==> config.mk <==
export PLATFORM = sky130hd
export DESIGN_NAME = front_end_power_down_control
export DESIGN_NICKNAME = d
export VERILOG_FILES = /design/src/fe_power_pkg.sv /design/src/pin_sync.sv /design/src/tx_off_delay.sv /design/src/front_end_power_down_control.sv
export VERILOG_INCLUDE_DIRS = /design/src
export SDC_FILE = /design/constraint.sdc
export NUM_CORES = 1
export LEC_CHECK = 0
export BUFFER_PORTS_ARGS = -buffer_cell sky130_fd_sc_hd__buf_2
export CORE_ASPECT_RATIO = 1.75
export CORE_UTILIZATION = 39
export DETAILED_ROUTE_END_ITERATION = 10
export GPL_ROUTABILITY_DRIVEN = 0
export PLACE_DENSITY_LB_ADDON = 0.05
export SLEW_MARGIN = 10
export SYNTH_ARGS = -nofsm -noshare
export SYNTH_HDL_FRONTEND = slang
export SYNTH_HIERARCHICAL = 1
export SYNTH_SLANG_ARGS = --single-unit
==> constraint.sdc <==
create_clock -name mclk -period 5.13 [get_ports mclk]
set_input_delay 0.513 -clock mclk [delete_from_list [all_inputs] [get_ports mclk]]
set_output_delay 0.513 -clock mclk [all_outputs]
set_load 0.01 [all_outputs]
==> src/fe_power_defs.svh <==
// constants for the front-end power-down controller
`ifndef FE_POWER_DEFS_SVH
`define FE_POWER_DEFS_SVH

// register indices on the serial register port
`define REG_MASK_LOW       7'h01
`define REG_MASK_HIGH      7'h02
`define REG_HD_SAVE        7'h03

// reset and strap default values, and the value read from an unmapped index
`define MASK_LOW_RST       8'h00
`define MASK_HIGH_RST      8'h7f
`define MASK_HIGH_ALL_OFF  8'hff
`define HD_SAVE_RST        8'hff
`define READ_UNMAPPED      8'h00

// block positions inside a power mask
`define BIT_CLK_SYN        3'h7
`define BIT_TX_CONV        3'h6
`define BIT_TX_DIG         3'h5
`define BIT_REF            3'h4
`define BIT_CML            3'h3
`define BIT_ADC            3'h2
`define BIT_PGA_BIAS       3'h1
`define BIT_RX_PGA         3'h0

// serial frame: read flag, 7-bit index, 8-bit data
`define SPI_LAST_HEAD_BIT  5'h07
`define SPI_LAST_BIT       5'h0f

// strap capture waits for the pin synchroniser to fill
`define STRAP_SETTLE       2'h2

// midscale flush length in word clocks
`define FLUSH_CYCLES       6'h21

// timing figures in ns, then in mclk cycles (each time divides exactly)
`define MCLK_NS            25
`define TX_PD_NS           100
`define TX_PU_NS           500
`define RX_PU_NS           2000
`define RX_PD_NS           500
`define TX_PD_CYC          (`TX_PD_NS / `MCLK_NS)
`define TX_PU_CYC          (`TX_PU_NS / `MCLK_NS)
`define RX_PU_CYC          (`RX_PU_NS / `MCLK_NS)
`define RX_PD_CYC          (`RX_PD_NS / `MCLK_NS)

`endif

==> src/fe_power_pkg.sv <==
// types for the front-end power-down controller
package fe_power_pkg;

  typedef struct packed {
    logic power_select;
    logic tx_burst;
    logic rx_burst;
    logic tx_silence;
    logic sclk;
    logic sel_n;
    logic sdio;
    logic mode;
    logic config_strap;
  } pins_t;

  typedef struct packed {
    logic [4:0] off_delay;
    logic       rx_via_tx;
    logic       tx_fast_en;
    logic       rx_fast_en;
  } hd_ctl_t;

  typedef enum logic [1:0] {
    SPI_IDLE,
    SPI_HEAD,
    SPI_DATA
  } spi_state_t;

endpackage : fe_power_pkg

==> src/pin_sync.sv <==
// two-flop synchroniser for a group of pin inputs
`timescale 1ns/1ps
`default_nettype none

module pin_sync #(
  parameter int WIDTH = 1
) (
  input  wire logic             mclk,
  input  wire logic             sys_rst,
  input  wire logic [WIDTH-1:0] pin_in,
  output var  logic [WIDTH-1:0] pin_out
);

  logic [WIDTH-1:0] stage_a;

  // first stage feeds only the second
  always_ff @(posedge mclk or posedge sys_rst) begin
    if (sys_rst) begin
      stage_a <= '0;
      pin_out <= '0;
    end else begin
      stage_a <= pin_in;
      pin_out <= stage_a;
    end
  end

endmodule : pin_sync

`default_nettype wire

==> src/tx_off_delay.sv <==
// transmit-off delay counter and midscale flush window
`timescale 1ns/1ps
`default_nettype none
`include "fe_power_defs.svh"

module tx_off_delay (
  input  wire logic       mclk,
  input  wire logic       sys_rst,
  input  wire logic       burst,
  input  wire logic [4:0] off_delay,
  output var  logic       tx_off,
  output var  logic       flush
);

  logic       burst_prev;
  logic       pending;
  logic [4:0] count;
  logic [5:0] flush_count;
  logic       fall_det;
  logic [5:0] elapsed;
  logic [4:0] delay_taken;

  assign fall_det = burst_prev && !burst; // see RQ22

  always_ff @(posedge mclk or posedge sys_rst) begin
    if (sys_rst) begin
      burst_prev <= 1'b0;
    end else begin
      burst_prev <= burst;
    end
  end

  // delayed off; a new burst cancels it at once
  always_ff @(posedge mclk or posedge sys_rst) begin
    if (sys_rst) begin
      pending <= 1'b0;
      count   <= 5'h00;
      tx_off  <= 1'b0;
    end else if (burst) begin
      pending <= 1'b0;
      tx_off  <= 1'b0; // see RQ11
    end else if (fall_det) begin
      pending <= 1'b1;
      count   <= off_delay; // see RQ9
    end else if (pending && count == 5'h00) begin
      pending <= 1'b0;
      tx_off  <= 1'b1; // see RQ8
    end else if (pending) begin
      count <= count - 5'h01;
    end
  end

  // flush needs the word clock to keep running past the burst
  always_ff @(posedge mclk or posedge sys_rst) begin
    if (sys_rst) begin
      flush_count <= 6'h00;
    end else if (burst) begin
      flush_count <= 6'h00;
    end else if (fall_det) begin
      flush_count <= `FLUSH_CYCLES; // see RQ10
    end else if (flush_count != 6'h00) begin
      flush_count <= flush_count - 6'h01;
    end
  end

  assign flush = flush_count != 6'h00;

  always_ff @(posedge mclk or posedge sys_rst) begin
    if (sys_rst) begin
      elapsed     <= 6'h00;
      delay_taken <= 5'h00;
    end else if (fall_det) begin
      elapsed     <= 6'h01;
      delay_taken <= off_delay;
    end else if (elapsed != 6'h3f) begin
      elapsed <= elapsed + 6'h01;
    end
  end
endmodule : tx_off_delay

`default_nettype wire

==> src/front_end_power_down_control.sv <==
// front-end power-down controller: straps, register port, masks and burst control
`timescale 1ns/1ps
`default_nettype none
`include "fe_power_defs.svh"
// Summary of operation
// RQ1: power select low powers down every block set in the low mask.
// RQ2: power select high powers down every block set in the high mask.
// RQ3: power select change reaches the blocks with only minimal digital delay.
// RQ4: low mask resets to all on; high mask to all off except synthesizer.
// RQ5: mask bit 7 is synthesizer down to bit 0 receive gain amplifier.
// RQ6: half-duplex saving register acts only in half-duplex mode.
// RQ7: by default transmit burst pin drives fast switching; converter stays on.
// RQ8: transmit burst fall yields delayed off; transmit path down within 100 ns.
// RQ9: five-bit field sets transmit-off delay 0 to 31 word clocks, default 31.
// RQ10: filter flushed with midscale for 33 word clocks after the burst ends.
// RQ11: transmit burst rise powers transmit path up without delay, within 0.5 us.
// RQ12: bit 2 picks transmit or receive burst pin for receive-path power.
// RQ13: default: transmit fall powers receive up, rise powers it down.
// RQ14: receive pin selected: rise powers receive path up, fall powers down.
// RQ15: clearing bit 1 or bit 0 disables fast power-down of that path.
// RQ16: host loads complementary masks in full duplex, steers with power select.
// RQ17: full duplex: idle path down in 100 ns, paths up in 0.5 or 2 us.
// RQ18: full duplex silence pin low stops line amplifier and interpolation filter.
// RQ19: host feeds zero samples around filter power-down.
// RQ20: full duplex with config strap high: high mask all off, ref clock buffered.
// RQ21: mode strap low selects half duplex, high full duplex, sampled at reset.
// RQ22: burst edges and transmit-off delay are timed on the word clock.

module front_end_power_down_control
  import fe_power_pkg::*;
(
  input  wire logic       mclk,
  input  wire logic       sys_rst,
  input  wire logic       power_select_pin,
  input  wire logic       tx_burst_pin,
  input  wire logic       rx_burst_pin,
  input  wire logic       tx_silence_pin,
  input  wire logic       mode_strap_pin,
  input  wire logic       config_strap_pin,
  input  wire logic       spi_sclk,
  input  wire logic       spi_sel_n,
  input  wire logic       spi_sdio_in,
  output var  logic       spi_sdio_out,
  output var  logic       spi_sdio_oe_n,
  output var  logic [7:0] block_power_down,
  output var  logic       line_current_amp_off,
  output var  logic       interp_filter_disable,
  output var  logic       interp_flush_midscale,
  output var  logic       rx_clk_ref_buffer
);

  localparam int TX_PD_MAX = `TX_PD_CYC;
  localparam int TX_PU_MAX = `TX_PU_CYC;
  localparam int RX_PU_MAX = `RX_PU_CYC;
  localparam int RX_PD_MAX = `RX_PD_CYC;

  pins_t      raw;
  pins_t      s;
  logic       sclk_prev;
  logic [1:0] strap_cnt;
  logic       strap_done;
  logic       full_duplex;
  logic [7:0] mask_low;
  logic [7:0] mask_high;
  logic [7:0] hd_save;
  hd_ctl_t    hd;
  spi_state_t spi_state;
  logic [4:0] bit_cnt;
  logic [7:0] shift_in;
  logic       rd_cmd;
  logic [6:0] addr;
  logic [7:0] out_shift;
  logic       wr_stb;
  logic [6:0] wr_addr;
  logic [7:0] wr_data;
  logic       tx_off;
  logic       flush;
  logic       rx_off;
  logic       tx_fast;
  logic       rx_fast;
  logic [7:0] cur_mask;
  logic [7:0] next_power_down;
  logic       next_amp_off;
  logic       next_filter_disable;
  logic       sclk_rise;
  logic       sclk_fall;

  function automatic logic [7:0] reg_read(input logic [6:0] index, input logic [7:0] lo,
                                          input logic [7:0] hi, input logic [7:0] hds);
    if (index == `REG_MASK_LOW) begin
      return lo;
    end else if (index == `REG_MASK_HIGH) begin
      return hi;
    end else if (index == `REG_HD_SAVE) begin
      return hds;
    end else begin
      return `READ_UNMAPPED;
    end
  endfunction : reg_read

  ////////////////////////////////////////////////////////////////////////////////
  // pin synchronisers

  assign raw = '{power_select: power_select_pin, tx_burst: tx_burst_pin,
                 rx_burst: rx_burst_pin, tx_silence: tx_silence_pin, sclk: spi_sclk,
                 sel_n: spi_sel_n, sdio: spi_sdio_in, mode: mode_strap_pin,
                 config_strap: config_strap_pin};

  pin_sync #(
    .WIDTH ($bits(pins_t))
  ) u_pin_sync (
    .mclk    (mclk),
    .sys_rst (sys_rst),
    .pin_in  (raw),
    .pin_out (s)
  );

  ////////////////////////////////////////////////////////////////////////////////
  // strap capture after reset release

  // straps are read through the synchroniser, so capture waits for it to fill
  always_ff @(posedge mclk or posedge sys_rst) begin
    if (sys_rst) begin
      strap_cnt         <= 2'h0;
      strap_done        <= 1'b0;
      full_duplex       <= 1'b0;
      rx_clk_ref_buffer <= 1'b0;
    end else if (!strap_done && strap_cnt == `STRAP_SETTLE) begin
      strap_done        <= 1'b1;
      full_duplex       <= s.mode; // see RQ21
      rx_clk_ref_buffer <= s.mode && s.config_strap; // see RQ20
    end else if (!strap_done) begin
      strap_cnt <= strap_cnt + 2'h1;
    end
  end

  ////////////////////////////////////////////////////////////////////////////////
  // serial register port: read flag, 7-bit index, 8 data bits, msb first

  assign sclk_rise = s.sclk && !sclk_prev;
  assign sclk_fall = !s.sclk && sclk_prev;

  always_ff @(posedge mclk or posedge sys_rst) begin
    if (sys_rst) begin
      sclk_prev <= 1'b0;
    end else begin
      sclk_prev <= s.sclk;
    end
  end

  always_ff @(posedge mclk or posedge sys_rst) begin
    if (sys_rst) begin
      spi_state <= SPI_IDLE;
      bit_cnt   <= 5'h00;
      shift_in  <= 8'h00;
      rd_cmd    <= 1'b0;
      addr      <= 7'h00;
      wr_stb    <= 1'b0;
      wr_addr   <= 7'h00;
      wr_data   <= 8'h00;
    end else begin
      wr_stb <= 1'b0;
      case (spi_state)
        SPI_IDLE: begin
          bit_cnt <= 5'h00;
          if (!s.sel_n) begin
            spi_state <= SPI_HEAD;
          end
        end
        SPI_HEAD: begin
          if (s.sel_n) begin
            spi_state <= SPI_IDLE;
          end else if (sclk_rise) begin
            shift_in <= {shift_in[6:0], s.sdio};
            bit_cnt  <= bit_cnt + 5'h01;
            if (bit_cnt == `SPI_LAST_HEAD_BIT) begin
              rd_cmd    <= shift_in[6];
              addr      <= {shift_in[5:0], s.sdio};
              spi_state <= SPI_DATA;
            end
          end
        end
        SPI_DATA: begin
          if (s.sel_n) begin
            spi_state <= SPI_IDLE;
          end else if (sclk_rise) begin
            shift_in <= {shift_in[6:0], s.sdio};
            bit_cnt  <= bit_cnt + 5'h01;
            if (bit_cnt == `SPI_LAST_BIT) begin
              wr_stb    <= !rd_cmd;
              wr_addr   <= addr;
              wr_data   <= {shift_in[6:0], s.sdio};
              spi_state <= SPI_IDLE;
            end
          end
        end
        default: begin
          spi_state <= SPI_IDLE;
        end
      endcase
    end
  end

  // read data leaves on falling sclk so the host samples it on the rising one
  always_ff @(posedge mclk or posedge sys_rst) begin
    if (sys_rst) begin
      out_shift     <= 8'h00;
      spi_sdio_out  <= 1'b0;
      spi_sdio_oe_n <= 1'b1;
    end else if (spi_state == SPI_HEAD && sclk_rise && bit_cnt == `SPI_LAST_HEAD_BIT) begin
      out_shift <= reg_read({shift_in[5:0], s.sdio}, mask_low, mask_high, hd_save);
    end else if (spi_state == SPI_DATA && rd_cmd && !s.sel_n) begin
      spi_sdio_oe_n <= 1'b0;
      if (sclk_fall) begin
        spi_sdio_out <= out_shift[7];
        out_shift    <= {out_shift[6:0], 1'b0};
      end
    end else begin
      spi_sdio_oe_n <= 1'b1;
    end
  end

  ////////////////////////////////////////////////////////////////////////////////
  // power registers

  always_ff @(posedge mclk or posedge sys_rst) begin
    if (sys_rst) begin
      mask_low <= `MASK_LOW_RST; // see RQ4
    end else if (wr_stb && wr_addr == `REG_MASK_LOW) begin
      mask_low <= wr_data;
    end
  end

  // default of the high mask depends on the straps, so it is reloaded at capture
  always_ff @(posedge mclk or posedge sys_rst) begin
    if (sys_rst) begin
      mask_high <= `MASK_HIGH_RST; // see RQ4
    end else if (!strap_done && strap_cnt == `STRAP_SETTLE) begin
      mask_high <= (s.mode && s.config_strap) ? `MASK_HIGH_ALL_OFF : `MASK_HIGH_RST; // see RQ20
    end else if (wr_stb && wr_addr == `REG_MASK_HIGH) begin
      mask_high <= wr_data;
    end
  end

  always_ff @(posedge mclk or posedge sys_rst) begin
    if (sys_rst) begin
      hd_save <= `HD_SAVE_RST; // see RQ9
    end else if (wr_stb && wr_addr == `REG_HD_SAVE) begin
      hd_save <= wr_data;
    end
  end

  assign hd = hd_ctl_t'(hd_save);

  ////////////////////////////////////////////////////////////////////////////////
  // burst control

  tx_off_delay u_tx_off_delay (
    .mclk      (mclk),
    .sys_rst   (sys_rst),
    .burst     (s.tx_burst),
    .off_delay (hd.off_delay),
    .tx_off    (tx_off),
    .flush     (flush)
  );

  assign rx_off  = hd.rx_via_tx ? s.tx_burst : !s.rx_burst; // see RQ12 RQ13 RQ14
  assign tx_fast = !full_duplex && hd.tx_fast_en && tx_off; // see RQ6 RQ15
  assign rx_fast = !full_duplex && hd.rx_fast_en && rx_off; // see RQ6 RQ15

  ////////////////////////////////////////////////////////////////////////////////
  // power composition

  assign cur_mask = s.power_select ? mask_high : mask_low; // see RQ1 RQ2

  always_comb begin
    next_power_down     = cur_mask; // see RQ5
    next_amp_off        = cur_mask[`BIT_TX_CONV];
    next_filter_disable = 1'b0;
    if (full_duplex) begin
      next_amp_off        = cur_mask[`BIT_TX_CONV] || !s.tx_silence; // see RQ18
      next_filter_disable = !s.tx_silence; // see RQ18
    end else begin
      // converter stays on; tx fast drops only the line amplifier and tx digital, rx fast the ADC and rx gain amplifier
      if (tx_fast) begin
        next_power_down[`BIT_TX_DIG] = 1'b1; // see RQ7 RQ8
        next_amp_off                 = 1'b1; // see RQ7
      end
      if (rx_fast) begin
        next_power_down[`BIT_ADC]    = 1'b1; // see RQ13
        next_power_down[`BIT_RX_PGA] = 1'b1; // see RQ13
      end
    end
  end

  // a single register stage after the synchroniser: no clocked sequencing
  always_ff @(posedge mclk or posedge sys_rst) begin
    if (sys_rst) begin
      block_power_down      <= `MASK_LOW_RST;
      line_current_amp_off  <= 1'b0;
      interp_filter_disable <= 1'b0;
      interp_flush_midscale <= 1'b0;
    end else begin
      block_power_down      <= next_power_down; // see RQ3 RQ17
      line_current_amp_off  <= next_amp_off;
      interp_filter_disable <= next_filter_disable;
      interp_flush_midscale <= !full_duplex && flush; // see RQ10
    end
  end
endmodule : front_end_power_down_control

`default_nettype wire

# Word-level counts from Yosys, hierarchy flattened
# Index checks and enable logic that the tools add are counted.
op_classes:
  n_eq_ne: 20
  muxes: 48
  bitwise: 5
  addsub: 4
  shifts: 0
  div: 0
  reduce_logical: 50
  magnitude_cmp: 0
  multipliers: 0
ops:
  columns: ["cell", "n"]
  rows:
  - ["$mux 8", 10]
  - ["$eq 7x2->1 const B", 4]
  - ["$mux 5", 5]
  - ["$mux 1", 21]
  - ["$logic_and 1x1->1", 18]
  - ["$mux 6", 3]
  - ["$eq 7x1->1 const B", 2]
  - ["$mux 2", 7]
  - ["$ne 3x2->1 const B", 4]
  - ["$reduce_and 3->1", 4]
  - ["$reduce_bool 2->1", 6]
  - ["$pmux 5 s2", 1]
  - ["$logic_not 1->1", 9]
  - ["$reduce_and 4->1", 2]
  - ["$ne 2x2->1 const B", 3]
  - ["$pmux 2 s3", 1]
  - ["$reduce_and 2->1", 3]
  - ["$reduce_bool 3->1", 2]
  - ["$reduce_bool 6->1", 1]
  - ["$sub 6x1->6 const B", 1]
  - ["$add 5x1->5 const B", 1]
  - ["$eq 5x3->1 const B", 1]
  - ["$eq 5x4->1 const B", 1]
  - ["$logic_not 5->1", 1]
  - ["10 further kinds", 16]
word_totals:
  out_inout_bits: 14
  mem_count: 0
  word_cells: 157
  in_bits: 11
  ram_bits: 0
  romBits: 0
  register_bits: 121
  latch_bits: 0

# Logic depth before layout (Yosys ltp)
# Gate-level depths: netlist (run 1).
logic_depth:
  ltp_word: 6
  ltp_mapped: 7
  mapped_depth_nobuf: 6

# Modules after synthesis
# Netlist (run 1), hierarchy kept.
modules_own_cells:
  columns: ["module", "seq_area_each_um2", "n_inst", "area_per_inst_um2", "cells_per_inst"]
  rows:
  - ["front_end_power_down_control", 2247.2, 1, 4032.6, 301]
  - ["tx_off_delay", 350.3, 1, 782.0, 80]
  - ["pin_sync", 450.4, 1, 454.2, 19]

# Worst setup path before layout (run 1)
# OpenSTA, ideal clock, no wires.
synth_timing:
  path_kind: "reg2reg"
  from: "register bit_cnt[0]"
  to: "register wr_addr[6]"
  setup_ns: 0.125
  path_slack_ns: 3.319
  period_less_slack_ns: 1.811
  required_time_ns: 5.005
  t_arrival_ns: 1.686
  n_path_buf: 2
  path_stages_with_launch: 8
  cell_sequence: "dfrtp_1 ha_1 and3_1 ha_1 and3_1 buf_6 buf_12 mux2_4"
synth_via:
  elab_chain_len: 2
synth_lines:
  columns: ["item", "line_no", "text"]
  rows:
  - ["start, declared", "front_end_power_down_control.sv:68", "logic [4:0] bit_cnt;"]
  - ["start signal, assigned", "front_end_power_down_control.sv:175", "bit_cnt <= bit_cnt + 5'h01;"]
  - ["start signal, assigned", "front_end_power_down_control.sv:188", "bit_cnt <= bit_cnt + 5'h01;"]
  - ["$eq 5x4->1 (no line)", null, null]
  - ["$reduce_and 4->1 (no line)", null, null]
  - ["end signal, assigned", "front_end_power_down_control.sv:191", "wr_addr <= addr;"]
  - ["end, declared", "front_end_power_down_control.sv:74", "logic [6:0] wr_addr;"]
# No other way between the ends.
# A chain may end at the register's enable or synchronous reset.

# Final worst setup path (run 1)
layout_timing:
  from: "register bit_cnt[0]"
  to: "register wr_addr[2]"
# The elaborated chain is that of the path after synthesis.

==> impl_metrics.toml, run 1 <==
[outcome]
outcome = "complete, no violations"

[floorplan]
floorplan.initialDensity_pct = 40.3
die_height_um = 156
core_area_um2 = 13100
placement_rows = 55
io_pins = 25
die_x_um = 89.9
dieArea_um2 = 14000

[global_routing]
first_global_vias = 3502
grt_use_total_pct = 17.4
antenna_found_initial = 0
grt_max_degree = 56
grt-ovfl-total = 0
grt_pass1_wl_mm = 18.5

[timing]
finalHoldViolations = 0
final-setup-viol-count = 0
period_needed_ps = 2250
rsz0062_at_grt = "no"
slew_headroom_pct = 35.4
drv_slew = 0
skew_ps = 8.09
fmax_ghz = 0.445
setup_tns_ps = 0
period_share_pct = 43.8
worstMarginPinSlew_ps = 969

[route]
drtIter0Drc = 155
ant_nets = 0
vias_per_cell = 5.23
vias = 3198
drt_first_pass_iters = 4
wl_mm = 11.1
wl_per_cell_um = 18.1
drc = 0

[pwr]
p_comb_share_pct = 12.6
p_int_mw = 2.01
power_density_nw_per_um2 = 443
clkPwrFrac_pct = 47.0
power.net_switching_mw = 0.720
ir_drop_v = 0.000256
p_leak_nw = 2.85
swShare_pct = 26.4
pwr-share-seq_pct = 40.4

[clocking]
cts_made_buffers = 17
cts.sinks = 121
htree_levels = 4
root_buffer = "clkbuf_16"
clkLatencyLatePin_ps = 410
cts_buffer_depth = 2
cts_tree = "done"
cts_hold_buffers = 0
postCtsSetupBuffers = 0
cts_resized = 0
clkTransAtPathRegs_ps = 60

[worst_setup_path]
reg2reg_depth = 5
endpoint_kind = "flop"
critPathMaxFanout = 16
reg2reg_setup_slack_ps = 2880
crit_start = "bit_cnt[0]$_DFFE_PP0P_"
criticalPathCategory = "reg2reg"
required_ps = 5420
regToRegEndpoint = "wr_addr[2]$_DFFE_PP0P_"
r2r-start = "bit_cnt[0]$_DFFE_PP0P_"
cp_slowest_cell = "and3_1"
arrival_ps = 2540
startpoint_type = "flop"
slowest_delay_ps = 730
crit_chain = "ha_1, and3_1, ha_1, and3_1, mux2_2"
crit_end = "wr_addr[2]$_DFFE_PP0P_"

[yosys]
yosys_warnings = 6
syn_area_um2 = 5270
async_flop_share_pct = 100
ys_types = 65
ys_ff_latch = 121
synth_edf_count = 0
avgSynthCellArea_um2 = 13.2
syn_nets = 422
netlist_instances = 400
ys.flop_type = "dfrtp_1"
ys_seq_area_share_pct = 57.8

[cells_and_area]
nets = 450
final_core_util_pct = 47.1
fill_cells = 1213
n_antenna_cell = 0
syn_to_final_growth_pct = 16.9
multi_input_area_um2 = 2030
drive_above_1_share_pct = 32.4
layout_common_cells = "dfrtp_1, mux2_2, buf_2"
final_common_cell = "dfrtp_1"
seqCellArea_um2 = 3050

[placed_design]
dpl.hpwl_mm = 7.72
io_buffer_count = 24

[flow_run]
max_cap_viol_count = 0

[worst_hold_path]
hold_class = "in2async"
-- cell usage after synthesis, types with 2 or more instances --
cell       instances  area (µm²)
mux2i_1           20         200
and3_1             4        25.0
a211o_1            2        17.5
or3_1              3        18.8
o2bb2ai_1          8        70.1
buf_6              2        22.5
buf_2              6        30.0
dfstp_2           16         420
nand3_1            2        10.0
mux2_4             9         135
or4b_1             2        20.0
clkbuf_1           6        22.5
a211oi_1           2        15.0
nor2b_1            9        56.3
o31a_1             2        17.5
nor2_1            20        75.1
nand4_1            2        12.5
nand4b_1           2        17.5
inv_1             23        86.3
mux2_2            45         507
nand3b_1           3        22.5
dfrtp_1          105        2630
nor4_1             2        12.5
nand2_1           18        67.6
a21boi_0           2        15.0
nor3_1             2        10.0
a22o_1             9        78.8
nand2b_1           5        31.3
a32oi_1            8        70.1
o21ai_0            8        40.0
ha_1              11         138
nor3b_1            3        22.5
a21oi_1            7        35.0
-- kinds of logic (layout without fill, tap and decap cells) --
family / count (synthesis) / count (layout) / share of synthesized area (%)
compound gates: 59 / 59 / 8.62
xor+xnor: 2 / 2 / 0.333
fa+ha+maj: 11 / 11 / 2.61
buf+inv: 40 / 81 / 3.66
flops: 121 / 121 / 57.8
mux: 75 / 75 / 16.2
simple gates: 92 / 92 / 10.7
-- worst min-delay path by stage --
stage / startpoint / end / depth (start not counted)
after floorplan: u_pin_sync/stage_a[0]$_DFF_PP0_ / u_pin_sync/pin_out[0]$_DFF_PP0_ / 0
after global placement: u_pin_sync/stage_a[4]$_DFF_PP0_ / u_pin_sync/pin_out[4]$_DFF_PP0_ / 0
after detailed placement: u_pin_sync/stage_a[2]$_DFF_PP0_ / u_pin_sync/pin_out[2]$_DFF_PP0_ / 0
after CTS: sys_rst / u_tx_off_delay/flush_count[3]$_DFFE_PP0P_ / 2
after global routing: spi_sel_n / u_pin_sync/stage_a[3]$_DFF_PP0_ / 1
final: sys_rst / u_tx_off_delay/flush_count[3]$_DFFE_PP0P_ / 2
-- registers in the layout, indices dropped and copies added (netlist names), 2 cells and up --
name and flops:
mask_low 8, u_pin_sync/stage_a 9, u_tx_off_delay/flush_count 6, mask_high 8, wr_addr 7, wr_data 8, hd 8, strap_cnt 2
out_shift 8, addr 7, u_tx_off_delay/count 5, spi_state 2, shift_in 7, u_pin_sync/pin_out 9, block_power_down 8, bit_cnt 5
-- area by class of cell --
class                   count  area share [%]
multi-input cells         239            32.9
repair buffers             26            2.19
well taps                 171            3.47
clock inverters            13            3.15
clock buffers              19            7.35
flip-flops and latches    121            49.5
inverters                  23            1.42
-- per-stage QoR --
| stage | area, µm² | hold WS [ps] | std cells | power [mW] | worst slack [ps] |
|---|---|---|---|---|---|
| finish | 6160 | 178 | 612 | 2.73 | 2880 |
| global route | 6160 | 192 | 612 | 2.86 | 2710 |
| CTS | 6160 | 184 | 612 | 2.77 | 2870 |
| detailed placement | 5510 | 335 | 580 | 1.47 | 2890 |
| global placement | 5510 | 334 | 580 | 1.46 | 2960 |
| floorplan | 5270 | 331 | 400 | 1.36 | 2340 |
-- layer usage --
metal | up-vias | track usage [%] | routed length, µm
met3 | 22 | 3.31 | 241
met2 | 53 | 33.2 | 6230
li1 | 1490 | - | -
met1 | 1633 | 18.5 | 4340
met4 | 0 | 7.68 | 252
met5 | - | 0 | 0
-- power groups by stage --
stage | clock (mW) | sequential [mW] | combinational [mW]
global route | 1.36 | 1.12 | 0.386
detailed placement | 0 | 1.12 | 0.347
global placement | 0 | 1.12 | 0.343
finish | 1.28 | 1.10 | 0.344
CTS | 1.31 | 1.11 | 0.348
floorplan | 0 | 1.07 | 0.286
-- critical path, delay by kind of cell, from the launching register on --
family                     cells  cell delay [ps]
and+or+nand+nor                2              910
DFF                            1              400
adders and majority gates      2              400
muxes                          1              420
Power figures use the tool's default switching activity.
==> run 2, diff against run 1 <==
Settings changed: ABC_AREA set to 1.
Clock period 5.13 ns to 2 ns, I/O delays scaled along.
==> impl_metrics.toml, run 2 <==
[clocking]
cts_tree = "done"
cts_hold_buffers = 10
clkTransAtPathRegs_ps = 50
clkLatencyLatePin_ps = 410
cts_buffer_depth = 2
cts_made_buffers = 17
cts_resized = 0
htree_levels = 4
postCtsSetupBuffers = 0
cts.sinks = 121
root_buffer = "clkbuf_16"

[cells_and_area]
n_antenna_cell = 0
final_core_util_pct = 48.7
largest_registers = "u_pin_sync/pin_out (9), u_pin_sync/stage_a (9)"
drive_above_1_share_pct = 22.3
layout_common_cells = "nand2_1, dfrtp_1, inv_1"
syn_to_final_growth_pct = 21.1
final_common_cell = "nand2_1"
nets = 650
stdcell_count = 815
final_area_um2 = 6550

[global_routing]
grt_max_degree = 55
first_global_vias = 4011
grt-ovfl-total = 0
antenna_found_initial = 0
grt_use_total_pct = 18.4
grt_pass1_wl_mm = 19.9

[pwr]
power_density_nw_per_um2 = 1180
p_leak_nw = 3.20
power_mw = 7.75
ir_drop_v = 0.000750

[placed_design]
dpl_cell_area_um2 = 5770
placed_cells = 773
io_buffer_count = 24
place_ws_ps = 188
dpl.hpwl_mm = 8.89

[timing]
worstMarginPinSlew_ps = 572
hold_ws_ps = 224
slew_headroom_pct = 61.8
skew_ps = 8.81
drv_slew = 0
finalHoldViolations = 0
period_share_pct = 90.7
fmax_ghz = 0.551
layout_setup_ws_ps = 186
rsz0062_at_grt = "no"
period_needed_ps = 1810
final-setup-viol-count = 0
setup_tns_ps = 0

[yosys]
async_flop_share_pct = 100
synth_area_leaders = "dfrtp_1, nand2_1, dfstp_2, nand3_1, inv_1"
ys_top_cells_by_count = "nand2_1, dfrtp_1, inv_1"
ys_ff_latch = 121
synth_edf_count = 0
syn_area_um2 = 5410
synthMostInstantiatedCell = "nand2_1"
ys_seq_area_share_pct = 56.3
synth_top_area_share_pct = 48.5
syn_nets = 595
netlist_instances = 573
avgSynthCellArea_um2 = 9.45
synth.largest_area_cell = "dfrtp_1"
yosys_warnings = 6
ys_types = 36
ys.flop_type = "dfrtp_1"

[worst_setup_path]
required_ps = 2330
critPathMaxFanout = 25
startpoint_type = "flop"
arrival_ps = 2140
criticalPathCategory = "reg2reg"
endpoint_kind = "flop"
reg2reg_setup_slack_ps = 190

[floorplan]
core_area_um2 = 13500
placement_rows = 56
io_pins = 25
floorplan.initialDensity_pct = 40.2
dieArea_um2 = 14400
die_height_um = 158
die_x_um = 91.1

[route]
ant_nets = 0
drc = 0
wl_mm = 12.0
wl_per_cell_um = 14.7
drtIter0Drc = 125
vias_per_cell = 4.78
drt_first_pass_iters = 4
vias = 3892

[worst_hold_path]
hold_class = "in2async"

[outcome]
outcome = "complete, no violations"

[flow_run]
max_cap_viol_count = 0
## run 2: routing by layer
layer / part of all wire (%) / GRT usage, %
met1: 39 / 18.4
met2: 56 / 35.0
met3: 2.1 / 4.03
met4: 2.9 / 9.75
met5: 0 / 0
## run 2: kinds of logic after synthesis
logic type / after synthesis / synth area share, %
xor gates and xnor gates: 4 / 0.647
adders and majority gates: 11 / 2.54
muxes: 2 / 0.462
AOI/OAI and AO/OA: 99 / 11.0
and+or+nand+nor: 254 / 22.3
DFF: 121 / 56.3
buffers and inverters: 82 / 6.75
## run 2: worst paths after layout
kind | from | end | cells past startpoint
setup / recovery | bit_cnt[0]$_DFFE_PP0P_ | wr_addr[6]$_DFFE_PP0P_ | 9
hold / removal | sys_rst | u_pin_sync/pin_out[7]$_DFF_PP0_ | 3
setup reg to reg | bit_cnt[0]$_DFFE_PP0P_ | wr_addr[6]$_DFFE_PP0P_ | 9
hold reg to reg | u_pin_sync/stage_a[4]$_DFF_PP0_ | u_pin_sync/pin_out[4]$_DFF_PP0_ | 0
max in group asynchronous | sys_rst | shift_in[6]$_DFFE_PP0P_ | 4
min in group mclk | u_pin_sync/stage_a[4]$_DFF_PP0_ | u_pin_sync/pin_out[4]$_DFF_PP0_ | 0
## run 2: where the power goes
part,switching (mW),leakage [nW],internal [mW],total [mW]
Clock,1.09,0.327,2.46,3.54
Sequential,0.148,1.53,2.63,2.78
Combinational,0.930,1.34,0.500,1.43
## run 2: worst max-delay path, stage by stage (launching register included)
cell and delay, ps:
dfrtp_1 400, ha_1 240, nand2_1 100, nor2_1 50, ha_1 190, nand2_2 100
nor3_4 50, inv_2 380, nand2_1 140, o21ai_2 80
## run 2: final cells by class
class / count / area, µm²
inverters: 71 / 275
fillers: 1318 / 6900
clock buffers: 19 / 433
flip-flops and latches: 121 / 3050
multi-input cells: 370 / 2000
clock inverters: 13 / 249
repair buffers: 47 / 330
well taps: 174 / 218
